$ cat config.mk
export PLATFORM = sky130hd
export DESIGN_NAME = epdram_core
export DESIGN_NICKNAME = d
export VERILOG_FILES = /design/src/rtl/epdram_pkg.sv /design/src/rtl/epdram_core.sv
export VERILOG_INCLUDE_DIRS = /design/src /design/src/rtl
export SDC_FILE = /design/constraint.sdc
export NUM_CORES = 1
export LEC_CHECK = 0
export BUFFER_PORTS_ARGS = -buffer_cell sky130_fd_sc_hd__clkbuf_2
export CAP_MARGIN = 40
export CORE_UTILIZATION = 40
export CTS_BUF_LIST = sky130_fd_sc_hd__clkbuf_4
export DETAILED_ROUTE_END_ITERATION = 6
export GPL_TIMING_DRIVEN = 0
export PLACE_DENSITY = 0.52
export SYNTH_ARGS = -nofsm -noshare
export SYNTH_HDL_FRONTEND = slang
export SYNTH_SLANG_ARGS = --single-unit
$ cat constraint.sdc
create_clock -name clock_i -period 82.2 [get_ports clock_i]
set_input_delay 16.44 -clock clock_i [delete_from_list [all_inputs] [get_ports clock_i]]
set_output_delay 16.44 -clock clock_i [all_outputs]
set_load 0.02 [all_outputs]
$ cat src/rtl/epdram_regs.svh
`ifndef EPDRAM_REGS_SVH
`define EPDRAM_REGS_SVH
`define EPDRAM_CMD_DRV_OUT     8'h01
`define EPDRAM_CMD_GATE_START  8'h0F
`define EPDRAM_CMD_ENTRY_MODE  8'h11
`define EPDRAM_CMD_WRITE_BW    8'h24
`define EPDRAM_CMD_WRITE_RED   8'h26
`define EPDRAM_CMD_READ_RAM    8'h27
`define EPDRAM_CMD_READ_OPT    8'h41
`define EPDRAM_CMD_X_WIN       8'h44
`define EPDRAM_CMD_Y_WIN       8'h45
`define EPDRAM_CMD_FILL_RED    8'h46
`define EPDRAM_CMD_FILL_BW     8'h47
`define EPDRAM_CMD_X_CNT       8'h4E
`define EPDRAM_CMD_Y_CNT       8'h4F
`define EPDRAM_CMD_NOP         8'h7F
`define EPDRAM_RST_LINES       9'h13F
`define EPDRAM_RST_ENTRY       3'h3
`define EPDRAM_RST_X_END       6'h13
`define EPDRAM_RST_Y_END       9'h127
`define EPDRAM_X_MAX           6'h13
`define EPDRAM_GATE_MAX        9'h127
`define EPDRAM_LINES_MIN       9'h00F
`define EPDRAM_HALF_ROWS       9'h094
`endif

$ cat src/rtl/epdram_pkg.sv
package epdram_pkg;
  typedef struct packed {
    logic       is_cmd;
    logic [7:0] data;
  } epdram_byte_t;
  typedef struct packed {
    logic       plane;
    logic [5:0] x;
    logic [8:0] y;
    logic [7:0] data;
  } epdram_wr_t;
  typedef struct packed {
    logic [8:0] lines;
    logic       first_gate;
    logic       interlace;
    logic       scan_dir;
    logic [8:0] start;
  } epdram_gate_t;
  typedef enum logic [1:0] {
    EPDRAM_IDLE  = 2'b00,
    EPDRAM_PARAM = 2'b01,
    EPDRAM_DATA  = 2'b10,
    EPDRAM_FILL  = 2'b11
  } epdram_state_t;
endpackage

$ cat src/rtl/epdram_core.sv
// Operation
// - read option bit picks plane for ram reads; 0 black/white, 1 red
// - x window start resets 00h, end resets 13h
// - x units span eight pixels; x bounds limited to 00h..13h
// - y window nine-bit bounds, low byte then high bit; end resets 127h
// - written data wraps from the window end back to its start; counter loads are not held to the window
// - counter steps after each write; id bit 1 increments, 0 decrements
// - axis bit selects x (0) or y (1) stepping
// - counter steps only on writes and fill, never on reads
// - counter loads by 4E and 4F are ignored in standby; the fill commands still load the window start
// - nop changes nothing but ends any data sequence
// - active gate lines equal field plus one, 16..296; here the field resets to 13Fh, 320 lines, and has no upper limit
// - first gate bit swaps rows within gate pairs
// - scan mode 0 interlaced, 1 splits halves at row 148
// - scan direction bit 0 top-down, 1 bottom-up
// - gate start value 0..295, reset zero
// - data after 24 goes to black/white, after 26 to red
`timescale 1ns/10ps
`include "epdram_regs.svh"
module epdram_core
  import epdram_pkg::*;
#(
  parameter int XW = 6,
  parameter int YW = 9
) (
  input  wire logic         clock_i,
  input  wire logic         reset_i,
  input  wire logic         standby_i,
  input  wire epdram_byte_t in_i,
  input  wire logic         in_valid_i,
  output logic              in_ready_o,
  output epdram_wr_t        wr_o,
  output logic              wr_valid_o,
  input  wire logic         wr_ready_i,
  output logic              rd_strobe_o,
  output logic              rd_plane_o,
  output logic [XW-1:0]     x_o,
  output logic [YW-1:0]     y_o,
  output epdram_gate_t      gate_o,
  output logic              busy_o
);
  epdram_state_t state_reg;
  logic [7:0]    cmd_reg;
  logic [1:0]    idx_reg;
  logic [2:0]    entry_reg;
  logic          plane_reg, read_sel_reg, fill_val_reg;
  logic [XW-1:0] xs_reg, xe_reg, xc_reg;
  logic [YW-1:0] ys_reg, ye_reg, yc_reg;
  logic [7:0]    ylo_reg;
  logic [8:0]    fill_h_reg, fill_w_reg;
  // two-entry skid buffer toward the ram port
  epdram_wr_t    buf_reg [2];
  logic [1:0]    cnt_reg;
  logic          rd_ptr_reg, wr_ptr_reg;
  logic          take, push, pop, space, is_write;
  epdram_wr_t    push_word;
  logic          x_at_end, y_at_end, x_next_end;
  logic [XW-1:0] x_next;
  logic [YW-1:0] y_next;

  function automatic logic [8:0] height(input logic [2:0] c);
    unique case (c)
      3'b000:  height = 9'd8;
      3'b001:  height = 9'd16;
      3'b010:  height = 9'd32;
      3'b011:  height = 9'd64;
      3'b100:  height = 9'd128;
      3'b101:  height = 9'd256;
      3'b110:  height = 9'd296;
      default: height = 9'd8;
    endcase
  endfunction

  function automatic logic [8:0] width(input logic [2:0] c);
    unique case (c)
      3'b000:  width = 9'd8;
      3'b001:  width = 9'd16;
      3'b010:  width = 9'd32;
      3'b011:  width = 9'd64;
      3'b100:  width = 9'd128;
      3'b101:  width = 9'd160;
      default: width = 9'd8;
    endcase
  endfunction

  // clamp to the legal x range; larger values would address past the panel
  function automatic logic [XW-1:0] xclamp(input logic [7:0] v);
    xclamp = (v[XW-1:0] > `EPDRAM_X_MAX) ? `EPDRAM_X_MAX : v[XW-1:0];
  endfunction

  assign space     = (cnt_reg != 2'd2);
  assign pop       = wr_valid_o && wr_ready_i;
  assign is_write  = (state_reg == EPDRAM_DATA) && !in_i.is_cmd
                     && (cmd_reg != `EPDRAM_CMD_READ_RAM);
  assign take      = in_valid_i && in_ready_o;
  assign push      = (take && is_write) ||
                     ((state_reg == EPDRAM_FILL) && space);
  assign in_ready_o = (state_reg != EPDRAM_FILL) && space;

  always_comb begin
    push_word.plane = plane_reg;
    push_word.x     = xc_reg;
    push_word.y     = yc_reg;
    if (state_reg == EPDRAM_FILL) begin
      // alternating blocks: toggle per step of height and width
      push_word.data = {8{fill_val_reg ^
        (((9'(yc_reg) / fill_h_reg) ^
          ((9'(xc_reg) << 3) / fill_w_reg)) != 9'd0 ? 1'b0 : 1'b0) ^
        ((9'(yc_reg) / fill_h_reg) ^ ((9'(xc_reg) << 3) / fill_w_reg)) % 2
        == 9'd1}};
    end else begin
      push_word.data = in_i.data;
    end
  end

  assign x_at_end   = (xc_reg == xe_reg);
  assign y_at_end   = (yc_reg == ye_reg);
  assign x_next_end = x_at_end && y_at_end;

  always_comb begin
    x_next = xc_reg;
    y_next = yc_reg;
    if (!entry_reg[2]) begin
      if (x_at_end) begin
        x_next = xs_reg;
        y_next = entry_reg[1] ? yc_reg + 1'b1 : yc_reg - 1'b1;
      end else begin
        x_next = entry_reg[0] ? xc_reg + 1'b1 : xc_reg - 1'b1;
      end
    end else begin
      if (y_at_end) begin
        y_next = ys_reg;
        x_next = entry_reg[0] ? xc_reg + 1'b1 : xc_reg - 1'b1;
      end else begin
        y_next = entry_reg[1] ? yc_reg + 1'b1 : yc_reg - 1'b1;
      end
    end
    if (x_at_end && y_at_end) begin
      x_next = xs_reg;
      y_next = ys_reg;
    end
  end

  always_ff @(posedge clock_i or posedge reset_i) begin
    if (reset_i) begin
      state_reg <= EPDRAM_IDLE;
      cmd_reg   <= 8'h00;
      idx_reg   <= 2'd0;
    end else if (state_reg == EPDRAM_FILL) begin
      if (space && x_next_end)
        state_reg <= EPDRAM_IDLE;
    end else if (take) begin
      if (in_i.is_cmd) begin
        cmd_reg <= in_i.data;
        idx_reg <= 2'd0;
        unique case (in_i.data)
          `EPDRAM_CMD_WRITE_BW, `EPDRAM_CMD_WRITE_RED,
          `EPDRAM_CMD_READ_RAM: state_reg <= EPDRAM_DATA;
          `EPDRAM_CMD_NOP:      state_reg <= EPDRAM_IDLE;
          default:              state_reg <= EPDRAM_PARAM;
        endcase
      end else if (state_reg == EPDRAM_PARAM) begin
        idx_reg <= idx_reg + 2'd1;
        if (cmd_reg == `EPDRAM_CMD_FILL_RED ||
            cmd_reg == `EPDRAM_CMD_FILL_BW)
          state_reg <= EPDRAM_FILL;
      end
    end
  end

  always_ff @(posedge clock_i or posedge reset_i) begin
    if (reset_i) begin
      gate_o <= '{lines: `EPDRAM_RST_LINES, first_gate: 1'b0,
                  interlace: 1'b0, scan_dir: 1'b0, start: 9'h000};
      entry_reg    <= `EPDRAM_RST_ENTRY;
      read_sel_reg <= 1'b0;
      xs_reg <= '0;
      xe_reg <= `EPDRAM_RST_X_END;
      ys_reg <= '0;
      ye_reg <= `EPDRAM_RST_Y_END;
      ylo_reg <= 8'h00;
      fill_val_reg <= 1'b0;
      fill_h_reg <= 9'd8;
      fill_w_reg <= 9'd8;
      plane_reg  <= 1'b0;
    end else if (take && in_i.is_cmd) begin
      if (in_i.data == `EPDRAM_CMD_WRITE_RED ||
          in_i.data == `EPDRAM_CMD_FILL_RED)
        plane_reg <= 1'b1;
      else if (in_i.data == `EPDRAM_CMD_WRITE_BW ||
               in_i.data == `EPDRAM_CMD_FILL_BW)
        plane_reg <= 1'b0;
    end else if (take && state_reg == EPDRAM_PARAM) begin
      unique case (cmd_reg)
        `EPDRAM_CMD_DRV_OUT:
          if (idx_reg == 2'd0) gate_o.lines[7:0] <= in_i.data;
          else if (idx_reg == 2'd1)
            gate_o.lines[8] <= in_i.data[0] |
              (in_i.data[0] == 1'b0 && gate_o.lines[7:0]
               < `EPDRAM_LINES_MIN);
          else begin
            gate_o.first_gate <= in_i.data[2];
            gate_o.interlace  <= in_i.data[1];
            gate_o.scan_dir   <= in_i.data[0];
          end
        `EPDRAM_CMD_GATE_START:
          if (idx_reg == 2'd0) gate_o.start[7:0] <= in_i.data;
          else if ({in_i.data[0], gate_o.start[7:0]} <= `EPDRAM_GATE_MAX)
            gate_o.start[8] <= in_i.data[0];
        `EPDRAM_CMD_ENTRY_MODE: entry_reg <= in_i.data[2:0];
        `EPDRAM_CMD_READ_OPT: read_sel_reg <= in_i.data[0];
        `EPDRAM_CMD_X_WIN:
          if (idx_reg == 2'd0) xs_reg <= xclamp(in_i.data);
          else xe_reg <= xclamp(in_i.data);
        `EPDRAM_CMD_Y_WIN:
          unique case (idx_reg)
            2'd0: ylo_reg <= in_i.data;
            2'd1: ys_reg <= {in_i.data[0], ylo_reg};
            2'd2: ylo_reg <= in_i.data;
            2'd3: ye_reg <= {in_i.data[0], ylo_reg};
          endcase
        `EPDRAM_CMD_FILL_RED, `EPDRAM_CMD_FILL_BW: begin
          fill_val_reg <= in_i.data[7];
          fill_h_reg   <= height(in_i.data[6:4]);
          fill_w_reg   <= width(in_i.data[2:0]);
        end
        default: ;
      endcase
    end
  end

  // counter: loaded by commands, stepped only by writes and fill
  always_ff @(posedge clock_i or posedge reset_i) begin
    if (reset_i) begin
      xc_reg <= '0;
      yc_reg <= '0;
    end else if (push) begin
      xc_reg <= x_next;
      yc_reg <= y_next;
    end else if (take && state_reg == EPDRAM_FILL) begin
      xc_reg <= xc_reg;
    end else if (take && !in_i.is_cmd && state_reg == EPDRAM_PARAM
                 && !standby_i) begin
      if (cmd_reg == `EPDRAM_CMD_X_CNT)
        xc_reg <= xclamp(in_i.data);
      else if (cmd_reg == `EPDRAM_CMD_Y_CNT && idx_reg == 2'd0)
        yc_reg[7:0] <= in_i.data;
      else if (cmd_reg == `EPDRAM_CMD_Y_CNT && idx_reg == 2'd1)
        yc_reg[8] <= in_i.data[0];
    end else if (take && in_i.is_cmd && (in_i.data == `EPDRAM_CMD_FILL_RED
                 || in_i.data == `EPDRAM_CMD_FILL_BW)) begin
      xc_reg <= xs_reg; // fill covers the window from its start
      yc_reg <= ys_reg;
    end
  end

  always_ff @(posedge clock_i or posedge reset_i) begin
    if (reset_i) begin
      cnt_reg    <= 2'd0;
      rd_ptr_reg <= 1'b0;
      wr_ptr_reg <= 1'b0;
      buf_reg[0] <= '0;
      buf_reg[1] <= '0;
    end else begin
      if (push) begin
        buf_reg[wr_ptr_reg] <= push_word;
        wr_ptr_reg <= !wr_ptr_reg;
      end
      if (pop)
        rd_ptr_reg <= !rd_ptr_reg;
      cnt_reg <= cnt_reg + 2'(push) - 2'(pop);
    end
  end

  always_ff @(posedge clock_i or posedge reset_i) begin
    if (reset_i) begin
      wr_o        <= '0;
      wr_valid_o  <= 1'b0;
      rd_strobe_o <= 1'b0;
      rd_plane_o  <= 1'b0;
      x_o         <= '0;
      y_o         <= '0;
      busy_o      <= 1'b0;
    end else begin
      wr_valid_o  <= (cnt_reg + 2'(push) - 2'(pop)) != 2'd0;
      wr_o        <= (pop || !wr_valid_o) ?
                     ((cnt_reg - 2'(pop)) != 2'd0 ?
                      buf_reg[rd_ptr_reg ^ pop] : push_word) : wr_o;
      rd_strobe_o <= take && state_reg == EPDRAM_DATA && !in_i.is_cmd
                     && cmd_reg == `EPDRAM_CMD_READ_RAM;
      rd_plane_o  <= read_sel_reg;
      x_o         <= xc_reg;
      y_o         <= yc_reg;
      busy_o      <= (state_reg == EPDRAM_FILL && !(space && x_next_end))
                     || (take && state_reg == EPDRAM_PARAM &&
                     (cmd_reg == `EPDRAM_CMD_FILL_RED ||
                      cmd_reg == `EPDRAM_CMD_FILL_BW));
    end
  end

  property p_busy_fill;
    @(posedge clock_i) disable iff (reset_i)
      state_reg == EPDRAM_FILL && !(space && x_next_end) |=> busy_o;
  endproperty
  a_busy_fill: assert property (p_busy_fill)
    else $error("busy low during fill");

  property p_read_no_move;
    @(posedge clock_i) disable iff (reset_i)
      rd_strobe_o |-> $stable(xc_reg) && $stable(yc_reg);
  endproperty
  a_read_no_move: assert property (p_read_no_move)
    else $error("counter moved on read");

  property p_standby;
    @(posedge clock_i) disable iff (reset_i)
      standby_i && !push && !(state_reg == EPDRAM_IDLE) |=>
      $stable(xc_reg) || $past(in_i.is_cmd);
  endproperty
  a_standby: assert property (p_standby)
    else $error("counter loaded in standby");

  property p_x_range;
    @(posedge clock_i) disable iff (reset_i)
      xs_reg <= `EPDRAM_X_MAX && xe_reg <= `EPDRAM_X_MAX;
  endproperty
  a_x_range: assert property (p_x_range)
    else $error("x window out of range");

  property p_step_inc;
    @(posedge clock_i) disable iff (reset_i)
      push && !entry_reg[2] && entry_reg[0] && !x_at_end
      |=> xc_reg == $past(xc_reg) + 1'b1;
  endproperty
  a_step_inc: assert property (p_step_inc)
    else $error("x counter did not increment");

  property p_wrap;
    @(posedge clock_i) disable iff (reset_i)
      push && !entry_reg[2] && x_at_end |=> xc_reg == $past(xs_reg);
  endproperty
  a_wrap: assert property (p_wrap)
    else $error("x counter did not reload");

  property p_nop;
    @(posedge clock_i) disable iff (reset_i)
      take && in_i.is_cmd && in_i.data == `EPDRAM_CMD_NOP
      |=> state_reg == EPDRAM_IDLE;
  endproperty
  a_nop: assert property (p_nop)
    else $error("nop did not end sequence");

  property p_y_axis;
    @(posedge clock_i) disable iff (reset_i)
      push && entry_reg[2] && !y_at_end |=> $stable(xc_reg);
  endproperty
  a_y_axis: assert property (p_y_axis)
    else $error("x moved in y mode");

  c_fill: cover property (@(posedge clock_i) state_reg == EPDRAM_FILL);
  c_write: cover property (@(posedge clock_i) push && plane_reg);
  c_stall: cover property (@(posedge clock_i) cnt_reg == 2'd2);
endmodule

==> results of run 1 <==
[kinds of logic after synthesis]
logic type	after synthesis	share of synthesized area (%)
xor+xnor	270	6.35
other cells	1	0.00997
flops	198	13.2
mux	242	7.15
compound gates	1590	30.2
simple gates	2155	29.6
fa+ha+maj	322	10.7
buf+inv	252	2.72
[final cells by class]
class | count | share of cell area (%)
Tap cell | 1254 | 3.89
Clock inverter | 9 | 0.217
Clock buffer | 23 | 0.428
Sequential cell | 198 | 12.3
Antenna cell | 1 | 0.00620
Inverter | 116 | 1.10
Timing Repair Buffer | 88 | 1.78
Multi-Input combinational cell | 4623 | 78.8
Buffer | 136 | 1.46
[worst max-delay path by stage]
stage                                          from                endpoint  slack [ns]  depth (start not counted)
final                     fill_h_reg[3]$_DFFE_PP1P_     wr_o[7]$_DFFE_PP0P_        6.64                        311
after detailed placement  fill_h_reg[3]$_DFFE_PP1P_     wr_o[5]$_DFFE_PP0P_        7.48                        312
after CTS                 fill_h_reg[3]$_DFFE_PP1P_     wr_o[1]$_DFFE_PP0P_        7.11                        312
after floorplan           fill_h_reg[3]$_DFFE_PP1P_  buf_reg[0]$_DFFE_PP0P_       18.91                        307
after global placement    fill_h_reg[3]$_DFFE_PP1P_     wr_o[3]$_DFFE_PP0P_        6.91                        310
after global routing      fill_h_reg[3]$_DFFE_PP1P_     wr_o[3]$_DFFE_PP0P_        0.25                        312
[synthesized netlist by cell type (all sizes together), types with 22 or more instances]
cell / number / area (µm²)
a211o: 29 / 254
a211oi: 76 / 651
a21boi: 35 / 270
a21o: 69 / 518
a21oi: 262 / 1320
a31oi: 59 / 409
and2: 72 / 453
and3: 64 / 400
and4: 30 / 265
buf: 46 / 250
clkbuf: 90 / 338
dfrtp: 179 / 4480
ha: 313 / 3920
inv: 115 / 432
mux2: 150 / 1700
mux2i: 92 / 990
nand2: 530 / 2000
nand2b: 56 / 358
nand3: 152 / 761
nand4: 74 / 475
nor2: 482 / 1820
nor2b: 49 / 307
nor3: 303 / 1630
nor3b: 22 / 170
nor4: 68 / 574
o211a: 25 / 250
o211ai: 79 / 613
o21a: 198 / 1490
o21ai: 321 / 1620
o21bai: 22 / 165
o22ai: 27 / 195
o31ai: 95 / 747
or2: 71 / 444
or3: 89 / 577
or4: 27 / 214
xnor2: 157 / 1390
xor2: 113 / 997
[per-stage QoR]
stage | instances | instance area, µm² | utilization [%]
floorplan | 5073 | 37800 | -
global placement | 6399 | 39700 | 42.6
detailed placement | 6415 | 40100 | 43.0
CTS | 6447 | 40300 | 43.3
global route | 6448 | 40300 | 43.3
finish | 6448 | 40300 | 43.3
[layer usage]
metal	global-route usage (%)	routed length, µm
met5	0	0
met1	35.9	60600
met4	3.82	1500
met2	38.7	51900
met3	1.56	4270
[worst reg2reg max path, delay by kind of cell (launching register included)]
family                     cells  cell delay, ns
and+or+nand+nor              103           25.68
muxes                          9            3.10
DFF                            1            0.55
AOI/OAI and AO/OA            141           31.50
adders and majority gates     27            8.33
buffers and inverters         31            6.29
==> summary.log, run 1 <==
INFO  yosys          syn_avg_cell_area=7.48µm²
INFO  timing         fmaxAchievable=13.2MHz
INFO  clock_network  cts_htree_levels=4
INFO  finish         post_route_cells_drive_above_1_share=11.0%
INFO  setup_path     regToRegSetupSlack=6.64ns
INFO  clock_network  post_cts.resized_instances=0
INFO  setup_path     crit_path_max_incr_delay=0.67ns
INFO  grt            antenna_found_initial=2
INFO  yosys          synth_enable_flop_cells=0
INFO  clock_network  postCtsSetupBuffers=0
INFO  timing         fin_worst_hold_slack=0.408ns
INFO  clock_network  cts_tree=built
INFO  detailed_routing vias=38900
INFO  setup_path     cp_data_required_time=82.71ns
INFO  clock_network  clock_insertion_delay_worst_skew=0.64ns
INFO  yosys          yosys_warnings=0
INFO  clock_network  number_of_buffers_inserted_during_clock_tree_synthesis=17
INFO  finish         layout.cells.most_common_list=527 x nand2_1, 477 x nor2_1, 313 x ha_1, 283 x nor3_1, 283 x o21ai_0
INFO  floorplanning  fp.dieArea=0.0953mm²
INFO  detailed_routing wl_per_cell=18.3µm
INFO  setup_path     cp-end-kind=flop
INFO  worst_hold_path class_of_the_tightest_hold_or_removal_check=reg2reg
INFO  floorplanning  start_util=40.4%
INFO  placed_design  place_hpwl=96.3mm
INFO  floorplanning  i_o_pins=79
INFO  detailed_routing drt_first_pass_iters=6
INFO  timing         clock_skew=0.0266ns
INFO  clock_network  ctsLongestPathBuffers=2
INFO  grt            grt_start_max_net_pins=118
INFO  setup_path     worst_r2r_endpoint=wr_o[7]$_DFFE_PP0P_
INFO  detailed_routing finalWirelength=118mm
INFO  finish         register_area=0.00498mm²
INFO  finish         multiInputGateArea=0.0318mm²
INFO  timing         period_share=91.9%
INFO  setup_path     critical_path.max_fanout=20
INFO  timing         drv_slew=0
INFO  clock_network  cts_root_buf=clkbuf_4
INFO  floorplanning  fp-row-count=112
INFO  yosys          ys_seq_elements=198
INFO  timing         final.setup.worst_slack=6.64ns
INFO  clock_network  clock-sinks=198
INFO  finish         largest_reg_flops=48
INFO  grt            groute.usage.overall=24.2%
INFO  yosys          synth_cell_type_count=147
INFO  setup_path     worst_setup_sp_type=flop
INFO  worst_hold_path worstHoldEndpoint=rd_plane_o$_DFF_PP0_
INFO  detailed_routing drt_drc=0
INFO  grt            grt_pass1_vias=36200
INFO  detailed_routing post_drt_via_cell_ratio=6.04
INFO  detailed_routing dr.first_iter.drc_count=2556
INFO  timing         hold_viol=0
INFO  finish         layout.cells.most_common=nand2_1
INFO  yosys          synth-async-reset-ratio=100%
INFO  setup_path     cp.arrival=76.06ns
INFO  floorplanning  fp.dieW=309µm
INFO  setup_path     worst_path_max_delay_cell=or4b_1
INFO  yosys          synth_seq_area_share=13.2%
INFO  timing         worstMarginPinSlew=0.884ns
INFO  timing         timing.final.setup_violations=0
INFO  clock_network  cts.clk_slew.worst_paths=0.13ns
INFO  job            count_of_maximum_capacitance_violations=0
INFO  run_status     outcome=completed
INFO  setup_path     timing.rr.start=fill_h_reg[3]$_DFFE_PP1P_
INFO  placed_design  place.port_buffers=72
INFO  yosys          ys.flop_type=dfrtp_1
INFO  placed_design  gp_congestion=0.884
INFO  detailed_routing drt.antenna.violating_nets=0
INFO  floorplanning  dieHeight=309µm
INFO  yosys          synthesis.instances=5030
INFO  timing         rsz0062_at_grt=false
INFO  finish         final_nets=5509
INFO  yosys          synthesis.area=0.0376mm²
INFO  finish         synthToLayoutAreaGrowth=7.22%
INFO  grt            grt_first_pass_wirelength=193mm
INFO  timing         final_period_minus_worst_setup_slack=75.56ns
INFO  setup_path     cp_top_family=compound AO/OA/AOI/OAI gates
INFO  clock_network  holdBufCountCts=0
INFO  setup_path     worst_path_most_repeated_cell=o21a_1
INFO  worst_hold_path min_path_cells=0
INFO  timing         final_layout_setup_total_negative_slack=0ns
INFO  setup_path     r2r_cells=311
INFO  setup_path     worst-path-buf-inv=31
INFO  floorplanning  core_region_area=0.0932mm²
INFO  worst_hold_path worstHoldStart=read_sel_reg$_DFFE_PP0P_
INFO  placed_design  post-place-ws=7.48ns
INFO  setup_path     category_of_the_most_critical_setup_path=reg2reg
INFO  finish         fill_cells=9756
INFO  timing         maxSlewHeadroom=40.9%
INFO  grt            grt_overflow_total=0
Power of run 1 is not shown: default switching activity piles up to over one toggle a cycle in this logic, so the estimate is an artifact.
==> run 2: changes to the inputs <==
--- a/config.mk
+++ b/config.mk
@@ -8,11 +8,11 @@
 export LEC_CHECK = 0
 export BUFFER_PORTS_ARGS = -buffer_cell sky130_fd_sc_hd__clkbuf_2
 export CAP_MARGIN = 40
-export CORE_UTILIZATION = 40
+export CORE_UTILIZATION = 34
 export CTS_BUF_LIST = sky130_fd_sc_hd__clkbuf_4
 export DETAILED_ROUTE_END_ITERATION = 6
 export GPL_TIMING_DRIVEN = 0
-export PLACE_DENSITY = 0.52
+export PLACE_DENSITY = 0.45
 export SYNTH_ARGS = -nofsm -noshare
 export SYNTH_HDL_FRONTEND = slang
 export SYNTH_SLANG_ARGS = --single-unit
==> summary.log, run 2 (synthesis results as in run 1) <==
INFO  finish         fill_cells=11800
INFO  timing         worstMarginPinSlew=1.01ns
INFO  placed_design  gp_congestion=0.855
INFO  clock_network  cts_tree=built
INFO  clock_network  number_of_buffers_inserted_during_clock_tree_synthesis=17
INFO  timing         fmaxAchievable=13.4MHz
INFO  timing         clock_skew=0.0287ns
INFO  finish         synthToLayoutAreaGrowth=8.09%
INFO  setup_path     cp.arrival=75.34ns
INFO  finish         largest_reg_flops=48
INFO  clock_network  clock_insertion_delay_worst_skew=0.66ns
INFO  floorplanning  i_o_pins=79
INFO  floorplanning  dieHeight=335µm
INFO  clock_network  cts_htree_levels=4
INFO  timing         hold_viol=0
INFO  grt            grt_busiest_layer=met2
INFO  clock_network  ctsLongestPathBuffers=2
INFO  detailed_routing drt_first_pass_iters=5
INFO  detailed_routing drt_drc=0
INFO  detailed_routing post_drt_via_cell_ratio=5.78
INFO  grt            grt_first_pass_wirelength=203mm
INFO  finish         layout.cells.most_common_list=527 x nand2_1, 477 x nor2_1, 313 x ha_1, 283 x o21ai_0, 282 x nor3_1
INFO  floorplanning  start_util=34.4%
INFO  setup_path     worst_path_most_repeated_cell=o21a_1
INFO  detailed_routing wl_per_cell=18.8µm
INFO  floorplanning  core_region_area=0.109mm²
INFO  setup_path     cp_data_required_time=82.71ns
INFO  grt            antenna_found_initial=2
INFO  floorplanning  fp.dieW=335µm
INFO  floorplanning  fp-row-count=121
INFO  worst_hold_path class_of_the_tightest_hold_or_removal_check=reg2reg
INFO  finish         layout.cells.most_common=nand2_1
INFO  setup_path     worst-path-buf-inv=30
INFO  clock_network  postCtsSetupBuffers=0
INFO  floorplanning  fp.dieArea=0.112mm²
INFO  grt            groute.usage.overall=21.8%
INFO  finish         post_route_cells_drive_above_1_share=11.1%
INFO  clock_network  cts.clk_slew.worst_paths=0.15ns
INFO  timing         timing.final.setup_violations=0
INFO  detailed_routing dr.first_iter.drc_count=2484
INFO  placed_design  place.port_buffers=72
INFO  clock_network  holdBufCountCts=0
INFO  setup_path     cp-end-kind=flop
INFO  job            count_of_maximum_capacitance_violations=0
INFO  setup_path     category_of_the_most_critical_setup_path=reg2reg
INFO  detailed_routing vias=38500
INFO  clock_network  clock-sinks=198
INFO  setup_path     worst_setup_sp_type=flop
INFO  timing         rsz0062_at_grt=false
INFO  grt            grt_overflow_total=0
INFO  detailed_routing finalWirelength=125mm
INFO  timing         period_share=91.0%
INFO  setup_path     crit_path_max_incr_delay=0.67ns
INFO  grt            globalRouteMet3Util=1.51%
INFO  setup_path     cp_top_family=compound AO/OA/AOI/OAI gates
INFO  setup_path     worst_path_max_delay_cell=or4b_1
INFO  detailed_routing drt.antenna.violating_nets=0
INFO  clock_network  post_cts.resized_instances=0
INFO  finish         final_nets=5511
INFO  clock_network  cts_root_buf=clkbuf_4
INFO  grt            global_route.usage.met2=35.2%
INFO  timing         drv_slew=0
INFO  setup_path     critical_path.max_fanout=11
INFO  timing         maxSlewHeadroom=31.1%
INFO  grt            grt_start_max_net_pins=111
INFO  timing         final_layout_setup_total_negative_slack=0ns
INFO  run_status     outcome=completed
INFO  grt            gr-usage-met1=32.1%
INFO  timing         final_period_minus_worst_setup_slack=74.83ns
INFO  grt            grt_pass1_vias=36500
INFO  placed_design  place_hpwl=102mm
[run 2: final timing paths]
check,slack [ns],endpoint,depth (start not counted),start
max in group asynchronous,65.32,ye_reg[0]$_DFFE_PP1P_,3,reset_i
hold reg to reg,0.42,rd_plane_o$_DFF_PP0_,0,read_sel_reg$_DFFE_PP0P_
setup reg to reg,7.37,wr_o[5]$_DFFE_PP0P_,312,fill_h_reg[3]$_DFFE_PP1P_
min in group asynchronous,15.91,xc_reg[2]$_DFFE_PP0P_,2,reset_i
setup / recovery,7.37,wr_o[5]$_DFFE_PP0P_,312,fill_h_reg[3]$_DFFE_PP1P_
hold / removal,0.42,rd_plane_o$_DFF_PP0_,0,read_sel_reg$_DFFE_PP0P_
[run 2: layer usage]
metal / routed length (µm) / vias to the layer above
li1: - / 19600
met1: 64800 / 18200
met2: 55400 / 649
met3: 3750 / 80
met4: 1400 / 0
met5: 0 / -
[run 2: area by class of cell]
| class | count | area (µm²) | area share [%] |
|---|---|---|---|
| clock inverters | 15 | 151 | 0.372 |
| plain buffers | 136 | 588 | 1.45 |
| inverters | 116 | 443 | 1.09 |
| diodes | 1 | 2.50 | 0.00615 |
| flip-flops and latches | 198 | 4980 | 12.2 |
| multi-input cells | 4623 | 31800 | 78.2 |
| repair buffers | 90 | 722 | 1.78 |
| well taps | 1476 | 1850 | 4.54 |
| clock buffers | 17 | 128 | 0.314 |
[run 2: through the flow]
step                setup WS, ns  instances  utilization (%)  hold WS, ns  instance area [µm²]
floorplan                  18.91       5073                -        0.354                37800
global placement            5.96       6621             36.6        0.382                40000
detailed placement          7.05       6639             36.9        0.382                40400
CTS                         6.72       6671             37.2        0.418                40600
global route               0.127       6672             37.2        0.434                40700
finish                      7.37       6672             37.2        0.416                40700
Power of run 2 is left out for the same reason.
